==> config.mk <==
export PLATFORM = sky130hd
export DESIGN_NAME = emb_bus_if
export DESIGN_NICKNAME = d
export VERILOG_FILES = /design/src/inc/emb_pkg.sv /design/src/design/emb_phase_timer.sv /design/src/design/emb_bus_if.sv
export SDC_FILE = /design/constraint.sdc
export NUM_CORES = 1
export LEC_CHECK = 0
export ABC_CLOCK_PERIOD_IN_PS = 2180
export BUFFER_PORTS_ARGS = -buffer_cell sky130_fd_sc_hd__buf_4
export CAP_MARGIN = 10
export CORE_MARGIN = 3
export CORE_UTILIZATION = 45
export DETAILED_ROUTE_END_ITERATION = 6
export MAX_ROUTING_LAYER = met4
export PLACE_DENSITY = 0.76
export SYNTH_ARGS = -nofsm -noshare
export SYNTH_HDL_FRONTEND = slang
export SYNTH_SLANG_ARGS = --single-unit
==> constraint.sdc <==
create_clock -name clk -period 2.18 [get_ports clk]
set_input_delay 0.218 -clock clk [delete_from_list [all_inputs] [get_ports clk]]
set_output_delay 0.218 -clock clk [all_outputs]
set_load 0.1 [all_outputs]
==> src/inc/emb_pkg.sv <==
// Purpose: constants shared by the external memory bus interface
// Assumes: one 250 MHz clock, synchronous active-low reset
// Notes:   phase lengths are counted in core clock cycles
package emb_pkg;

  // -----------------------------------------------------------------
  // address widths
  // -----------------------------------------------------------------
  localparam int CODE_AW          = 16;           // full code address, 64 kBytes
  localparam int DATA_AW          = 24;           // page:high:low, 16 MBytes
  localparam logic [15:0] RESET_VECTOR = 16'h0000; // start address in either space

  // -----------------------------------------------------------------
  // phase timing, cycles at 250 MHz
  // -----------------------------------------------------------------
  localparam int CLK_PERIOD_NS    = 4;
  localparam int ADDR_SETUP_NS    = 8;            // address on port before strobe
  localparam int STROBE_NS        = 16;           // latch strobe width
  localparam int HOLD_NS          = 8;            // address held after strobe falls
  localparam int ACCESS_NS        = 40;           // fetch / read / write strobe width
  localparam int ADDR_SETUP_CYC   = (ADDR_SETUP_NS + CLK_PERIOD_NS - 1) / CLK_PERIOD_NS;
  localparam int STROBE_CYC       = (STROBE_NS + CLK_PERIOD_NS - 1) / CLK_PERIOD_NS;
  localparam int HOLD_CYC         = (HOLD_NS + CLK_PERIOD_NS - 1) / CLK_PERIOD_NS;
  localparam int ACCESS_CYC       = (ACCESS_NS + CLK_PERIOD_NS - 1) / CLK_PERIOD_NS;
  localparam int CNT_W            = 4;
  localparam logic [CNT_W-1:0] CNT_ZERO = 4'h0;
  localparam logic [CNT_W-1:0] CNT_ONE  = 4'h1;

  // -----------------------------------------------------------------
  // bus cycle states
  // -----------------------------------------------------------------
  typedef enum logic [2:0] {
    EMB_IDLE,       // no bus cycle, ports released
    EMB_ADDR,       // low address on low port, strobe low
    EMB_LATCH,      // latch strobe high
    EMB_HOLD,       // strobe low, address still driven
    EMB_ACCESS,     // fetch / read / write strobe active
    EMB_DONE        // answer pulse, strobes released
  } emb_state_t;

endpackage

==> src/design/emb_phase_timer.sv <==
// Purpose: down counter that times one bus phase
// Assumes: load and tick never needed in the same cycle as expiry check issue
// Notes:   expired is high in the last cycle of the loaded count and stays high at zero
`timescale 1ns/10ps
module emb_phase_timer (
  input  wire logic                   clk,
  input  wire logic                   rst_n,
  input  wire logic                   load,
  input  wire logic [emb_pkg::CNT_W-1:0] load_val,
  output logic                        expired
);

  // -----------------------------------------------------------------
  // counter
  // -----------------------------------------------------------------
  logic [emb_pkg::CNT_W-1:0] cnt_r;  // cycles still to run

  // load wins over the running count
  always_ff @(posedge clk) begin
    if (!rst_n) begin
      cnt_r <= emb_pkg::CNT_ZERO;
    end else if (load) begin
      cnt_r <= load_val;
    end else if (cnt_r != emb_pkg::CNT_ZERO) begin
      cnt_r <= cnt_r - emb_pkg::CNT_ONE;
    end
  end

  // expiry when one cycle left, so a phase lasts exactly load_val cycles
  assign expired = (cnt_r == emb_pkg::CNT_ONE) || (cnt_r == emb_pkg::CNT_ZERO);

endmodule // emb_phase_timer

==> src/design/emb_bus_if.sv <==
// Purpose: multiplexed external code and data memory bus engine
// Assumes: core issues one request at a time and waits for done
// Notes:   code fetches and data accesses share both ports
`timescale 1ns/10ps

module emb_bus_if (
  input  wire logic        clk,
  input  wire logic        rst_n,
  // strap and core side
  input  wire logic        ext_code_select,      // high: run from internal code
  output logic             boot_from_external,   // registered strap decision
  output logic [15:0]      boot_vector,          // start address after reset
  input  wire logic        fetch_req,            // code fetch request, level until done
  input  wire logic [15:0] fetch_addr,           // program counter
  input  wire logic        data_req,             // data access request, level until done
  input  wire logic        data_write,           // 1 write, 0 read
  input  wire logic [23:0] data_addr,            // page:high:low pointer
  input  wire logic [7:0]  data_wdata,           // write byte
  output logic             done,                 // one-cycle answer
  output logic [7:0]       rdata,                // code or read byte
  output logic             bus_busy,             // ports owned by the bus
  output logic             gpio_allowed,         // ports free for general use
  // pins
  input  wire logic [7:0]  low_mux_port_in,
  output logic [7:0]       low_mux_port_out,
  output logic             low_mux_port_oe,
  output logic [7:0]       high_addr_port_out,
  output logic             high_addr_port_oe,
  output logic             addr_latch_strobe,
  output logic             code_fetch_strobe_n,
  output logic             rd_strobe_n,
  output logic             wr_strobe_n
);

  // -----------------------------------------------------------------
  // state and captured request
  // -----------------------------------------------------------------
  emb_pkg::emb_state_t state_r;        // bus cycle phase
  emb_pkg::emb_state_t state_nxt;      // next phase
  logic                is_code_r;      // cycle is a code fetch
  logic                is_write_r;     // data cycle is a write
  logic [23:0]         addr_r;         // captured address, code uses low 16
  logic [7:0]          wdata_r;        // captured write byte
  logic                strap_done_r;   // strap sampled once after reset
  logic                tmr_load;       // restart phase timer
  logic [emb_pkg::CNT_W-1:0] tmr_val;  // phase length
  logic                tmr_exp;        // phase over

  emb_phase_timer u_timer (
    .clk      (clk),
    .rst_n    (rst_n),
    .load     (tmr_load),
    .load_val (tmr_val),
    .expired  (tmr_exp)
  );

  // -----------------------------------------------------------------
  // strap sampling, taken by a clocked process after reset release
  // -----------------------------------------------------------------
  always_ff @(posedge clk) begin
    if (!rst_n) begin
      strap_done_r       <= 1'b0;
      boot_from_external <= 1'b0;
    end else if (!strap_done_r) begin
      strap_done_r       <= 1'b1;
      boot_from_external <= !ext_code_select;
    end
  end

  // both spaces begin at address zero
  assign boot_vector = emb_pkg::RESET_VECTOR;

  // -----------------------------------------------------------------
  // phase sequencer
  // -----------------------------------------------------------------
  // data wins arbitration only when no fetch waits; the core serialises
  // anyway, so this just fixes a priority for simultaneous requests
  always_comb begin
    state_nxt = state_r;
    tmr_load  = 1'b0;
    tmr_val   = emb_pkg::CNT_ZERO;
    unique case (state_r)
      emb_pkg::EMB_IDLE: begin
        if (fetch_req || data_req) begin
          state_nxt = emb_pkg::EMB_ADDR;
          tmr_load  = 1'b1;
          tmr_val   = emb_pkg::CNT_W'(emb_pkg::ADDR_SETUP_CYC);
        end
      end
      emb_pkg::EMB_ADDR: begin
        if (tmr_exp) begin
          state_nxt = emb_pkg::EMB_LATCH;
          tmr_load  = 1'b1;
          tmr_val   = emb_pkg::CNT_W'(emb_pkg::STROBE_CYC);
        end
      end
      emb_pkg::EMB_LATCH: begin
        if (tmr_exp) begin
          state_nxt = emb_pkg::EMB_HOLD;
          tmr_load  = 1'b1;
          tmr_val   = emb_pkg::CNT_W'(emb_pkg::HOLD_CYC);
        end
      end
      emb_pkg::EMB_HOLD: begin
        if (tmr_exp) begin
          state_nxt = emb_pkg::EMB_ACCESS;
          tmr_load  = 1'b1;
          tmr_val   = emb_pkg::CNT_W'(emb_pkg::ACCESS_CYC);
        end
      end
      emb_pkg::EMB_ACCESS: begin
        if (tmr_exp) begin
          state_nxt = emb_pkg::EMB_DONE;
        end
      end
      emb_pkg::EMB_DONE: begin
        state_nxt = emb_pkg::EMB_IDLE;
      end
    endcase
  end

  // state register
  always_ff @(posedge clk) begin
    if (!rst_n) begin
      state_r <= emb_pkg::EMB_IDLE;
    end else begin
      state_r <= state_nxt;
    end
  end

  // -----------------------------------------------------------------
  // request capture
  // -----------------------------------------------------------------
  always_ff @(posedge clk) begin
    if (!rst_n) begin
      is_code_r  <= 1'b0;
      is_write_r <= 1'b0;
      addr_r     <= 24'h000000;
      wdata_r    <= 8'h00;
    end else if (state_r == emb_pkg::EMB_IDLE && (fetch_req || data_req)) begin
      is_code_r  <= fetch_req;
      is_write_r <= !fetch_req && data_write;
      // code addresses keep all 16 bits, page forced to zero
      addr_r     <= fetch_req ? {8'h00, fetch_addr} : data_addr;
      wdata_r    <= data_wdata;
    end
  end

  // -----------------------------------------------------------------
  // pin drivers, all registered
  // -----------------------------------------------------------------
  logic in_addr;  // address phases before the access strobe
  assign in_addr = (state_nxt == emb_pkg::EMB_ADDR) || (state_nxt == emb_pkg::EMB_LATCH)
                   || (state_nxt == emb_pkg::EMB_HOLD);

  // low port: address, then float for code/read, or write data
  always_ff @(posedge clk) begin
    if (!rst_n) begin
      low_mux_port_out <= 8'h00;
      low_mux_port_oe  <= 1'b0;
    end else if (in_addr) begin
      low_mux_port_out <= (state_r == emb_pkg::EMB_IDLE)
                          ? (fetch_req ? fetch_addr[7:0] : data_addr[7:0]) : addr_r[7:0];
      low_mux_port_oe  <= 1'b1;
    end else if (state_nxt == emb_pkg::EMB_ACCESS && is_write_r) begin
      low_mux_port_out <= wdata_r;
      low_mux_port_oe  <= 1'b1;
    end else begin
      low_mux_port_oe  <= 1'b0;
    end
  end

  // high port: page byte while latched for data, then high byte
  always_ff @(posedge clk) begin
    if (!rst_n) begin
      high_addr_port_out <= 8'h00;
      high_addr_port_oe  <= 1'b0;
    end else if (in_addr && state_r == emb_pkg::EMB_IDLE) begin
      high_addr_port_out <= fetch_req ? fetch_addr[15:8] : data_addr[23:16];
      high_addr_port_oe  <= 1'b1;
    end else if (state_nxt == emb_pkg::EMB_ACCESS) begin
      // page byte is ignored by systems without a page latch
      high_addr_port_out <= addr_r[15:8];
      high_addr_port_oe  <= 1'b1;
    end else if (state_nxt == emb_pkg::EMB_IDLE) begin
      high_addr_port_oe  <= 1'b0;
    end
  end

  // strobes: latch pulse mid-address, then the access strobe
  always_ff @(posedge clk) begin
    if (!rst_n) begin
      addr_latch_strobe   <= 1'b0;
      code_fetch_strobe_n <= 1'b1;
      rd_strobe_n         <= 1'b1;
      wr_strobe_n         <= 1'b1;
    end else begin
      addr_latch_strobe   <= (state_nxt == emb_pkg::EMB_LATCH);
      code_fetch_strobe_n <= !(state_nxt == emb_pkg::EMB_ACCESS && is_code_r);
      rd_strobe_n         <= !(state_nxt == emb_pkg::EMB_ACCESS && !is_code_r && !is_write_r);
      wr_strobe_n         <= !(state_nxt == emb_pkg::EMB_ACCESS && !is_code_r && is_write_r);
    end
  end

  // -----------------------------------------------------------------
  // answer: byte sampled in the last access cycle, before strobe rises
  // -----------------------------------------------------------------
  always_ff @(posedge clk) begin
    if (!rst_n) begin
      rdata <= 8'h00;
    end else if (state_r == emb_pkg::EMB_ACCESS && tmr_exp && !is_write_r) begin
      rdata <= low_mux_port_in;
    end
  end

  assign done         = (state_r == emb_pkg::EMB_DONE);
  // port ownership: general-purpose use only with no bus cycle running
  assign bus_busy     = (state_r != emb_pkg::EMB_IDLE);
  assign gpio_allowed = !boot_from_external && !bus_busy;

endmodule // emb_bus_if

# After elaboration in Yosys (flattened, before gate mapping)
# Index checks and enable logic that the tools add are counted.
# word_totals
output_inout_bits	50
register_bits	65
word_cells	92
inputBits	62
# classes
n_reduce_logical	34
mux	30
add_sub_neg	1
eq_ne	10
# op_table
cell	n
2-to-1 mux 8 bit	7
2-to-1 mux 3 bit	6
case mux 3 bit (6 select lines)	1
2-to-1 mux 16 bit	1
case mux 4 bit (4 select lines)	1
== test 3 x 2 -> 1 bit, second input constant	4
2-to-1 mux 4 bit	3
logical AND 1 bit	11
== test 3 bit, second input constant	3
logical NOT 1 bit	9
2-to-1 mux 1 bit	8
== test 3 x 1 -> 1 bit, second input constant	2
logical NOT 3 bit	2
nonzero test 2 bit	3
nonzero test 3 bit	2
== test 4 x 1 -> 1 bit, second input constant	1
logical NOT 4 bit	1
logical OR 1 bit	4
2-to-1 mux 2 bit	2
nonzero test 4 bit	1
subtractor 4 x 1 -> 4 bit, second input constant	1
OR reduction 3 bit	1
case mux 1 bit (2 select lines)	1

# Logic depth before layout (Yosys ltp)
# Gate-level depths: netlist of run 1.
# logic_depth
word_depth	9
ltp_mapped	9
mapped_depth_nobuf	7

# Cells and area by module
# Synthesis of run 1 repeated with hierarchy kept, for this count alone.
# hier_totals
cells_unflattened	349
area_unflattened_um2	3234.4
# by_module_without_submodules
mod	instances	cells_per_inst	area_each_um2	seq_area_each_um2
emb_bus_if	1	323	2979.1	1221.2
emb_phase_timer	1	26	255.2	80.1

# Worst setup path before layout of run 1
# OpenSTA, ideal clock, no wires.
# synth_timing
path_type	register to output
startpoint	register state_r[1]
endpoint	output gpio_allowed
stages_incl_launch_ff	5
arrival_ps	2491
required_time_ps	1962
path_slack_ps	-529
n_path_buf	1
path_cell_list	dfxtp_1 -> buf_2 -> nor3_1 -> inv_1 -> nor2_1
# synth_via
elab_chain_len	3
# synth_rtl
element	line	rtl
start, declared	emb_bus_if.sv:38	emb_pkg::emb_state_t state_r;
start signal, assigned	emb_bus_if.sv:125	state_r <= emb_pkg::EMB_IDLE;
start signal, assigned	emb_bus_if.sv:127	state_r <= state_nxt;
nonzero test 3 bit	emb_bus_if.sv:218	assign bus_busy = (state_r != emb_pkg::EMB_IDLE);
named net bus_busy	emb_bus_if.sv:21	output logic bus_busy,
logical NOT 1 bit	emb_bus_if.sv:219	assign gpio_allowed = !boot_from_external && !bus_busy;
logical AND 1 bit	emb_bus_if.sv:219	
end, declared	emb_bus_if.sv:22	output logic gpio_allowed,
# The timed path passes the listed nets, and every way through them passes these cells.

# Worst setup path in the final report of run 1
# layout_timing
startpoint	register u_timer.cnt_r[0] (netlist name)
endpoint	register low_mux_port_out[0]
# layout_via
elab_chain_len	8
elab_cells_between_ends	17
cone_classes	5 x eq/ne; 6 x mux; 6 x reduce/logical
# layout_rtl
element	line	rtl
start, declared	emb_phase_timer.sv:16	logic [emb_pkg::CNT_W-1:0] cnt_r;
start signal, assigned	emb_phase_timer.sv:21	cnt_r <= emb_pkg::CNT_ZERO;
start signal, assigned	emb_phase_timer.sv:23	cnt_r <= load_val;
start signal, assigned	emb_phase_timer.sv:25	cnt_r <= cnt_r - emb_pkg::CNT_ONE;
== test 4 x 1 -> 1 bit or logical NOT 4 bit (tied branches)	emb_phase_timer.sv:30	assign expired = (cnt_r == emb_pkg::CNT_ONE) || (cnt_r == emb_pkg::CNT_ZERO);
logical OR 1 bit (*)	emb_phase_timer.sv:30	
2-to-1 mux 3 bit, on equally long branches	n/a	
case mux 3 bit (6 select lines) (*)	emb_bus_if.sv:82	unique case (state_r)
== test 3 x 1 -> 1 bit or == test 3 x 2 -> 1 bit (tied branches)	emb_bus_if.sv:153	assign in_addr = (state_nxt == emb_pkg::EMB_ADDR) || (state_nxt == emb_pkg::EMB_LATCH)
logical OR 1 bit	emb_bus_if.sv:153	
logical OR 1 bit	emb_bus_if.sv:154	|| (state_nxt == emb_pkg::EMB_HOLD);
2-to-1 mux 8 bit or nonzero test 2 bit (tied branches)	n/a	
end signal, assigned	emb_bus_if.sv:162	low_mux_port_out <= (state_r == emb_pkg::EMB_IDLE)
end signal, assigned	emb_bus_if.sv:166	low_mux_port_out <= wdata_r;
end, declared	emb_bus_if.sv:25	output logic [7:0] low_mux_port_out,
# Every way passes the cells marked *; elsewhere a longest branch is shown, timed or not.
# A chain may end at the register's enable or synchronous reset.

==> impl_metrics.yaml, run 1 <==
setup_path:
  r2r-start: "u_timer.cnt_r[0]"
  cp_data_arrival_time_ns: 2.27
  critPathMaxFanout: 7
  cp-start-kind: "flop"
  path_class: "reg2reg"
  crit_start: "u_timer.cnt_r[0]"
  critPathMaxStageDelay_ns: 0.39
  crit_required_ns: 2.40
  crit_path_top_delay_cell: "dfxtp_1"
  critical_path.top_delay_family: "simple AND/OR/NAND/NOR gates"
  crit_top_cell: "and3_4"
  end_kind: "flop"
  critPathBufInv: 1
  path_cells: "inv_1, ha_1, or2_1, and3_4, a21o_1, and3_4, a221o_1"
final_layout:
  area_delta_synth_final_pct: 31.1
  most-common-layout-cells: "106 x buf_4, 65 x dfxtp_1, 49 x nor2_1, 39 x nand2_1, 29 x mux2i_1"
  multi_input_area_um2: 1650
  seqCellArea_um2: 1300
  drive_above_1_share: 0.295
  final_common_cell: "buf_4"
  finish.net_count: 527
  diodes: 0
  fillerInstances: 583
grt:
  grt_pass1_vias: 2765
  grt_pass1_wl_um: 12400
  grt_usage: 0.204
  antenna_found_initial: 0
  overflow: 0
  grt_max_degree: 25
synthesis:
  synth_cell_types: 47
  synth_xor_area_frac: 0.00558
  synth_top_family_by_area: "compound AO/OA/AOI/OAI gates"
  synth-seq-cells: 65
  yosys_warnings: 0
  synth_compound_area_frac: 0.194
  syn_inst: 371
  async_flop_share: 0
  syn_area_um2: 3140
  synthMuxAreaShare: 0.107
  synthAdderAreaFrac: 0.0119
  synth-simple-area-share: 0.179
  ys_seq_area_frac: 0.414
  synth_edf_count: 0
  yosys_most_used_dff: "dfxtp_1"
  avgSynthCellArea_um2: 8.47
sta:
  whs_ns: 0.116
  post-route-min-period_ns: 2.05
  rsz0062_at_grt: "no"
  finalMaxSlewViolations: 0
  worst_pin_slew_ns: 0.685
  fmax_mhz: 487
  setup_viol: 0
  max-slew-margin-rel: 0.541
  hold_viol: 0
  fin_skew_ns: 0.00676
  fin_crit_sh: 0.941
  fin_setup_tns_ns: 0
clocking:
  clock_latency_ns: 0.33
  clock_sinks: 65
  cts_tree: "done"
  cts_buffer_depth: 2
  postCtsHoldBufs: 0
  cts_buffers: 9
  cts-htree-levels: 3
  clock-root-buffer: "clkbuf_8"
  clk_pin_slew_worst_paths_ns: 0.07
power_and_ir_drop:
  powerDensity_nw_per_um2: 1680
  p_total_mw: 6.93
  ir_drop_mv: 1.01
  leakagePower_nw: 1.89
status:
  outcome: "completed"
die:
  die_w_um: 89.6
  core_area_um2: 6570
  rows: 29
  pin_count: 112
  fp.dieArea_um2: 8020
  start_util: 0.478
  dieHeight_um: 89.6
placement:
  dpl.hpwl_um: 5770
  portBuffers: 95
  place_congestion: 0.876
drt:
  dr.pass1.iters: 4
  wire_per_inst_um: 13.9
  drt_wl_total_um: 7780
  num_vias: 2920
  drtIter0Drc: 162
  ant_nets: 0
  via_per_inst: 5.23
  drc: 0
job:
  cap_viol_max_count: 0
hold_path:
  hold_path_class: "in2reg"
  worstHoldStart: "low_mux_port_in[1]"
state kept, by name, summed over array words and instances (netlist names):
signal	count
boot_from_external	1
addr_latch_strobe	1
state_r	3
wr_strobe_n	1
low_mux_port_out	8
rdata	8
u_timer.cnt_r	4
high_addr_port_out	8
code_fetch_strobe_n	1
addr_r	16
is_code_r	1
rd_strobe_n	1
wdata_r	8
strap_done_r	1
high_addr_port_oe	1
is_write_r	1
low_mux_port_oe	1
final cells by class:
class | count | share of cell area
clock buffers | 11 | 0.0368
clock inverters | 3 | 0.0158
repair buffers | 107 | 0.198
well taps | 93 | 0.0283
flip-flops and latches | 65 | 0.316
inverters | 6 | 0.00547
multi-input cells | 273 | 0.400
logic make-up (layout without fill, tap and decap cells):
family	count (synthesis)	count (layout)
flip-flops	65	65
XOR/XNOR	2	2
AND/OR/NAND/NOR	127	127
other	1	16
AO/OA/AOI/OAI	92	92
buffers and inverters	48	127
adder cells (fa/ha/maj)	3	3
multiplexers	33	33
what timing repair did:
item                       CTS  global route
setup endpoints to repair    2             0
resized for setup            1             0
buffers inserted             0             0
Yosys cell counts (2+ instances only):
library cell   n  area [um^2]
a211o_1        4         35.0
a211oi_1      21          158
a21o_1         2         15.0
a21oi_1       26          130
a221o_1        4         40.0
a311oi_1       2         17.5
a31oi_1        9         56.3
and3_1         3         18.8
and3_4         2         22.5
buf_1          3         11.3
buf_2         11         55.1
buf_4         17          128
buf_6          2         22.5
clkbuf_1       9         33.8
dfxtp_1       65         1300
ha_1           3         37.5
inv_1          6         22.5
mux2_2         4         45.0
mux2i_1       29          290
nand2_1       39          146
nand2b_1       3         18.8
nand3_1        6         30.0
nand3b_1       2         15.0
nor2_1        52          195
nor3_1        10         50.1
o21ai_0       11         55.1
o22ai_1        3         18.8
or2_2          2         12.5
or3_1          2         12.5
xnor2_1        2         17.5
routing by layer:
| layer | GRT usage | wire [um] | up-vias |
|---|---|---|---|
| met3 | 0.0415 | 570 | 13 |
| li1 | - | - | 1456 |
| met1 | 0.257 | 3320 | 1344 |
| met5 | - | 0 | - |
| met2 | 0.320 | 3800 | 107 |
| met4 | 0.0785 | 95 | 0 |
worst register-to-register path, stage by stage (launching register included):
cell     delay (ns)
dfxtp_1        0.39
inv_1          0.08
ha_1           0.22
or2_1          0.31
and3_4         0.22
a21o_1         0.17
and3_4         0.20
a221o_1        0.35
metrics by stage:
step / std cells / instance area [um^2] / utilization / worst slack, ns
final: 558 / 4120 / 0.627 / 0.128
after global routing: 558 / 4120 / 0.627 / 0.0182
after CTS: 558 / 4120 / 0.627 / 0.123
after detailed placement: 544 / 3900 / 0.593 / 0.0262
after global placement: 544 / 3900 / 0.593 / 0.105
after floorplan: 386 / 3210 / - / 0.0246
final timing paths:
check                             end  slack (ns)  depth (start not counted)
setup / recovery  low_mux_port_out[0]        0.13                          7
hold / removal               rdata[1]        0.12                          3
setup reg to reg  low_mux_port_out[0]        0.13                          7
hold reg to reg   code_fetch_strobe_n        0.42                          1
where the power goes:
part	total [mW]	switching, mW	internal (mW)
registers	1.86	0.274	1.59
logic	3.95	2.82	1.14
clock network	1.11	0.423	0.692
(Power assumes the default switching activity.)
==> run 2: changes to the inputs <==
Settings changed: ABC_CLOCK_PERIOD_IN_PS 2180 to 2500, CORE_UTILIZATION 45 to 54, PLACE_DENSITY 0.76 to 0.9, RECOVER_POWER set to 25.
Clock period 2.18 ns to 2.5 ns, I/O delays scaled along.
==> run 2 against run 1 <==
  * Worst hold slack gained 0.021 ns
  * First-iteration DRC count grew 2.5%
  * Design area shrank 3.3%
  * Critical path depth is the same
  * Flip-flop and latch count is the same
  * Critical endpoint is now high_addr_port_out[3]
  * Largest cell class unchanged
==> impl_metrics.yaml, run 2 (synthesized netlist as in run 1, its figures left out) <==
sta:
  post-route-min-period_ns: 2.29
  hold_viol: 0
  fin_crit_sh: 0.918
  fmax_mhz: 436
  fin_setup_tns_ns: 0
  worst_pin_slew_ns: 1.21
  setup_viol: 0
  fin_skew_ns: 0.00994
  rsz0062_at_grt: "no"
  timing.final.ws_setup_ns: 0.206
  finalMaxSlewViolations: 0
  max-slew-margin-rel: 0.198
die:
  rows: 27
  start_util: 0.564
  fp.dieArea_um2: 6770
  core_area_um2: 5570
  die_w_um: 82.3
  pin_count: 112
  dieHeight_um: 82.3
placement:
  dpl.hpwl_um: 5550
  dp_slack_ns: 0.283
  place_area_um2: 3820
  portBuffers: 95
  place_congestion: 0.880
drt:
  num_vias: 2987
  drt_wl_total_um: 8080
  wire_per_inst_um: 15.1
  dr.pass1.iters: 5
  via_per_inst: 5.58
  drtIter0Drc: 166
  ant_nets: 0
  drc: 0
hold_path:
  hold_path_class: "in2reg"
final_layout:
  final_core_util: 0.715
  largest-register: "addr_r"
  drive_above_1_share: 0.235
  diodes: 0
  largest_reg_flops: 16
  final_area_um2: 3980
  finish.net_count: 523
  most-common-layout-cells: "79 x buf_4, 65 x dfxtp_1, 50 x nor2_1, 39 x nand2_1, 29 x mux2i_1"
  area_delta_synth_final_pct: 26.8
  fillerInstances: 423
  final_common_cell: "buf_4"
clocking:
  cts-htree-levels: 3
  cts_resized: 0
  clk_pin_slew_worst_paths_ns: 0.07
  clock_sinks: 65
  postCtsHoldBufs: 0
  clock-root-buffer: "clkbuf_8"
  cts_buffers: 9
  post_cts_buffers: 0
  clock_latency_ns: 0.35
  cts_tree: "done"
  cts_buffer_depth: 2
grt:
  overflow: 0
  grt_usage: 0.251
  antenna_found_initial: 0
  grt_max_degree: 42
  grt_pass1_wl_um: 12600
  grt_pass1_vias: 2804
job:
  cap_viol_max_count: 0
setup_path:
  cp_data_arrival_time_ns: 2.56
  path_class: "reg2reg"
  critPathMaxFanout: 9
  end_kind: "flop"
  cp-start-kind: "flop"
  crit_required_ns: 2.76
power_and_ir_drop:
  leakagePower_nw: 1.78
  ir_drop_mv: 0.989
  p_total_mw: 6.06
  powerDensity_nw_per_um2: 1520
  p_sw_frac: 0.516
  clkPwrFrac: 0.184
  p_sw_mw: 3.13
  pwr-share-seq: 0.275
  p_int_mw: 2.94
  combPwrFrac: 0.541
status:
  outcome: "completed"
==> run 2: cell count changes in the layout (fill, tap and decap cells not counted), sizes merged <==
| cell | previous run | this run |
|---|---|---|
| clkbuf | 11 | 34 |
| bufinv | 2 | 3 |
| clkinv | 1 | 2 |
| clkinvlp | 0 | 1 |
| buf | 107 | 79 |
==> run 2: layout make-up <==
type | count | area, um^2 | area share
clock inverter | 6 | 115 | 0.0289
timing repair buffer | 103 | 683 | 0.171
multi-input combinational | 273 | 1630 | 0.410
sequential | 65 | 1300 | 0.327
tap | 72 | 90.1 | 0.0226
clock buffer | 10 | 138 | 0.0345
inverter | 6 | 22.5 | 0.00565
==> run 2: per-layer routing <==
metal  track usage  up-vias  share of wire  routed length (um)
met4         0.105        0          0.014                 112
met3        0.0575       15          0.079                 637
met2         0.409      147           0.50                4070
met5             -        -              0                   0
li1              -     1450              -                   -
met1         0.298     1375           0.40                3260
==> run 2: worst max-delay path, stage by stage (launching register included) <==
cell	delay, ns
dfxtp_1	0.40
inv_1	0.09
ha_1	0.23
or2_1	0.31
and3_4	0.22
a21oi_1	0.62
nand2_1	0.14
a31oi_1	0.21
==> run 2: worst paths after layout <==
path	start	to	slack (ns)	cells after the start
setup / recovery	u_timer.cnt_r[0]	high_addr_port_out[3]	0.21	7
hold / removal	low_mux_port_in[7]	rdata[7]	0.14	3
setup reg to reg	u_timer.cnt_r[0]	high_addr_port_out[3]	0.21	7
hold reg to reg	is_code_r	code_fetch_strobe_n	0.42	1
==> run 2: power by group through the flow <==
stage | sequential, mW | combinational, mW | clock [mW]
after floorplan | 2.54 | 1.79 | 0
after global placement | 1.66 | 3.25 | 0
after detailed placement | 1.67 | 3.32 | 0
after CTS | 1.66 | 3.35 | 1.12
after global routing | 1.70 | 3.50 | 1.17
final | 1.67 | 3.28 | 1.11
==> run 2: metrics by stage <==
step | hold WS (ns) | std cells
final | 0.138 | 535
after global routing | 0.133 | 535
after CTS | 0.128 | 535
after detailed placement | 0.413 | 519
after global placement | 0.415 | 519
after floorplan | 0.278 | 386
==> run 3: changes to the inputs <==
Settings changed: CELL_PAD_IN_SITES_DETAIL_PLACEMENT set to 0, CELL_PAD_IN_SITES_GLOBAL_PLACEMENT set to 1, CORE_UTILIZATION 54 to 39.
==> run 3 against run 2 <==
  * Clock power decreased by 23%
  * Clock skew decreased by 0.0035 ns
  * Final cell count increased by 5.4%
  * Count of clock-buffer cells in the layout unchanged
  * Combinational power about the same
  * Register-to-register slack improved by 0.05 ns
  * Sequential power about the same
  * Flip-flop and latch count unchanged
  * Die area increased by 35%
  * Critical path type unchanged
  * Highest routed layer unchanged
==> impl_metrics.yaml, run 3 (synthesized netlist as in run 1, its figures left out) <==
status:
  outcome: "completed"
clocking:
  cts_resized: 0
  cts_buffers: 9
  post_cts_buffers: 0
  cts_buffer_depth: 2
  cts-htree-levels: 3
  cts_tree: "done"
  clock-root-buffer: "clkbuf_8"
  clk_pin_slew_worst_paths_ns: 0.07
  clock_latency_ns: 0.34
  clock_sinks: 65
  postCtsHoldBufs: 0
hold_path:
  worstHoldStart: "low_mux_port_in[1]"
  hold_path_class: "in2reg"
placement:
  portBuffers: 95
  place_area_um2: 3860
  place_inst: 548
  place_congestion: 0.831
  dpl.hpwl_um: 5700
  dp_slack_ns: 0.324
setup_path:
  critPathMaxFanout: 8
  crit_start: "u_timer.cnt_r[0]"
  cp-start-kind: "flop"
  crit_required_ns: 2.67
  path_class: "reg2reg"
  r2r-start: "u_timer.cnt_r[0]"
  end_kind: "flop"
  cp_data_arrival_time_ns: 2.41
die:
  rows: 32
  fp.dieArea_um2: 9170
  die_w_um: 95.8
  core_area_um2: 7770
  start_util: 0.404
  dieHeight_um: 95.8
  pin_count: 112
sta:
  timing.final.ws_setup_ns: 0.259
  fmax_mhz: 446
  max-slew-margin-rel: 0.211
  setup_viol: 0
  finalMaxSlewViolations: 0
  worst_pin_slew_ns: 1.19
  fin_setup_tns_ns: 0
  fin_skew_ns: 0.00648
  hold_viol: 0
  post-route-min-period_ns: 2.24
  fin_crit_sh: 0.896
  rsz0062_at_grt: "no"
final_layout:
  largest_reg_flops: 16
  area_delta_synth_final_pct: 26.0
  drive_above_1_share: 0.232
  fin_cells: 564
  final_common_cell: "buf_4"
  most-common-layout-cells: "77 x buf_4, 65 x dfxtp_1, 50 x nor2_1, 39 x nand2_1, 29 x mux2i_1"
  diodes: 0
  finish.net_count: 522
  final_area_um2: 3960
  largest-register: "addr_r"
grt:
  grt_usage: 0.180
  grt_pass1_wl_um: 12600
  grt_pass1_vias: 2710
  overflow: 0
  grt_max_degree: 36
  antenna_found_initial: 0
drt:
  drt_wl_total_um: 7780
  drc: 0
  wire_per_inst_um: 13.8
  via_per_inst: 5.06
  dr.pass1.iters: 4
  ant_nets: 0
  num_vias: 2852
  drtIter0Drc: 130
power_and_ir_drop:
  powerDensity_nw_per_um2: 1460
  p_total_mw: 5.78
  ir_drop_mv: 0.807
  leakagePower_nw: 1.76
job:
  cap_viol_max_count: 0
-- run 3: changes by cell type in the layout (fill, tap and decap cells not counted), sizes merged --
cell and change:
bufinv -2, buf -1, clkinvlp -1, clkinv +3
-- run 3: metal layers --
metal	GRT usage	vias to the layer above	share of wire
met5	-	-	0
met1	0.220	1306	0.44
met2	0.292	80	0.49
met3	0.0453	7	0.056
met4	0.0604	0	0.010
li1	-	1459	-
-- run 3: final cells by class --
class / instances / area (um^2)
clock buffer: 10 / 128
clock inverter: 6 / 58.8
fill: 800 / 3810
inverter: 6 / 22.5
multi-input combinational: 273 / 1630
sequential: 65 / 1300
tap: 102 / 128
timing repair buffer: 102 / 688
-- run 3: worst paths after layout --
| path | endpoint | slack [ns] | cells after the start |
|---|---|---|---|
| max | rdata[3] | 0.26 | 7 |
| min | rdata[1] | 0.14 | 3 |
| max reg2reg | rdata[3] | 0.26 | 7 |
| min reg2reg | code_fetch_strobe_n | 0.43 | 1 |
-- run 3: through the flow --
step | hold WS (ns) | util
after floorplan | 0.278 | -
after global placement | 0.428 | 0.497
after detailed placement | 0.422 | 0.497
after CTS | 0.126 | 0.521
after global routing | 0.141 | 0.510
final | 0.141 | 0.510
-- run 3: worst max-delay path, stage by stage (launching register included) --
cell and delay (ns):
dfxtp_1 0.42, inv_1 0.10, ha_1 0.23, or2_1 0.31, and3_1 0.24, nand3b_1 0.42
mux2i_1 0.27, nor2_1 0.08
-- run 3: where the power goes --
group	switching [mW]	internal, mW
Combinational	2.41	0.869
Sequential	0.255	1.39
Clock	0.401	0.455
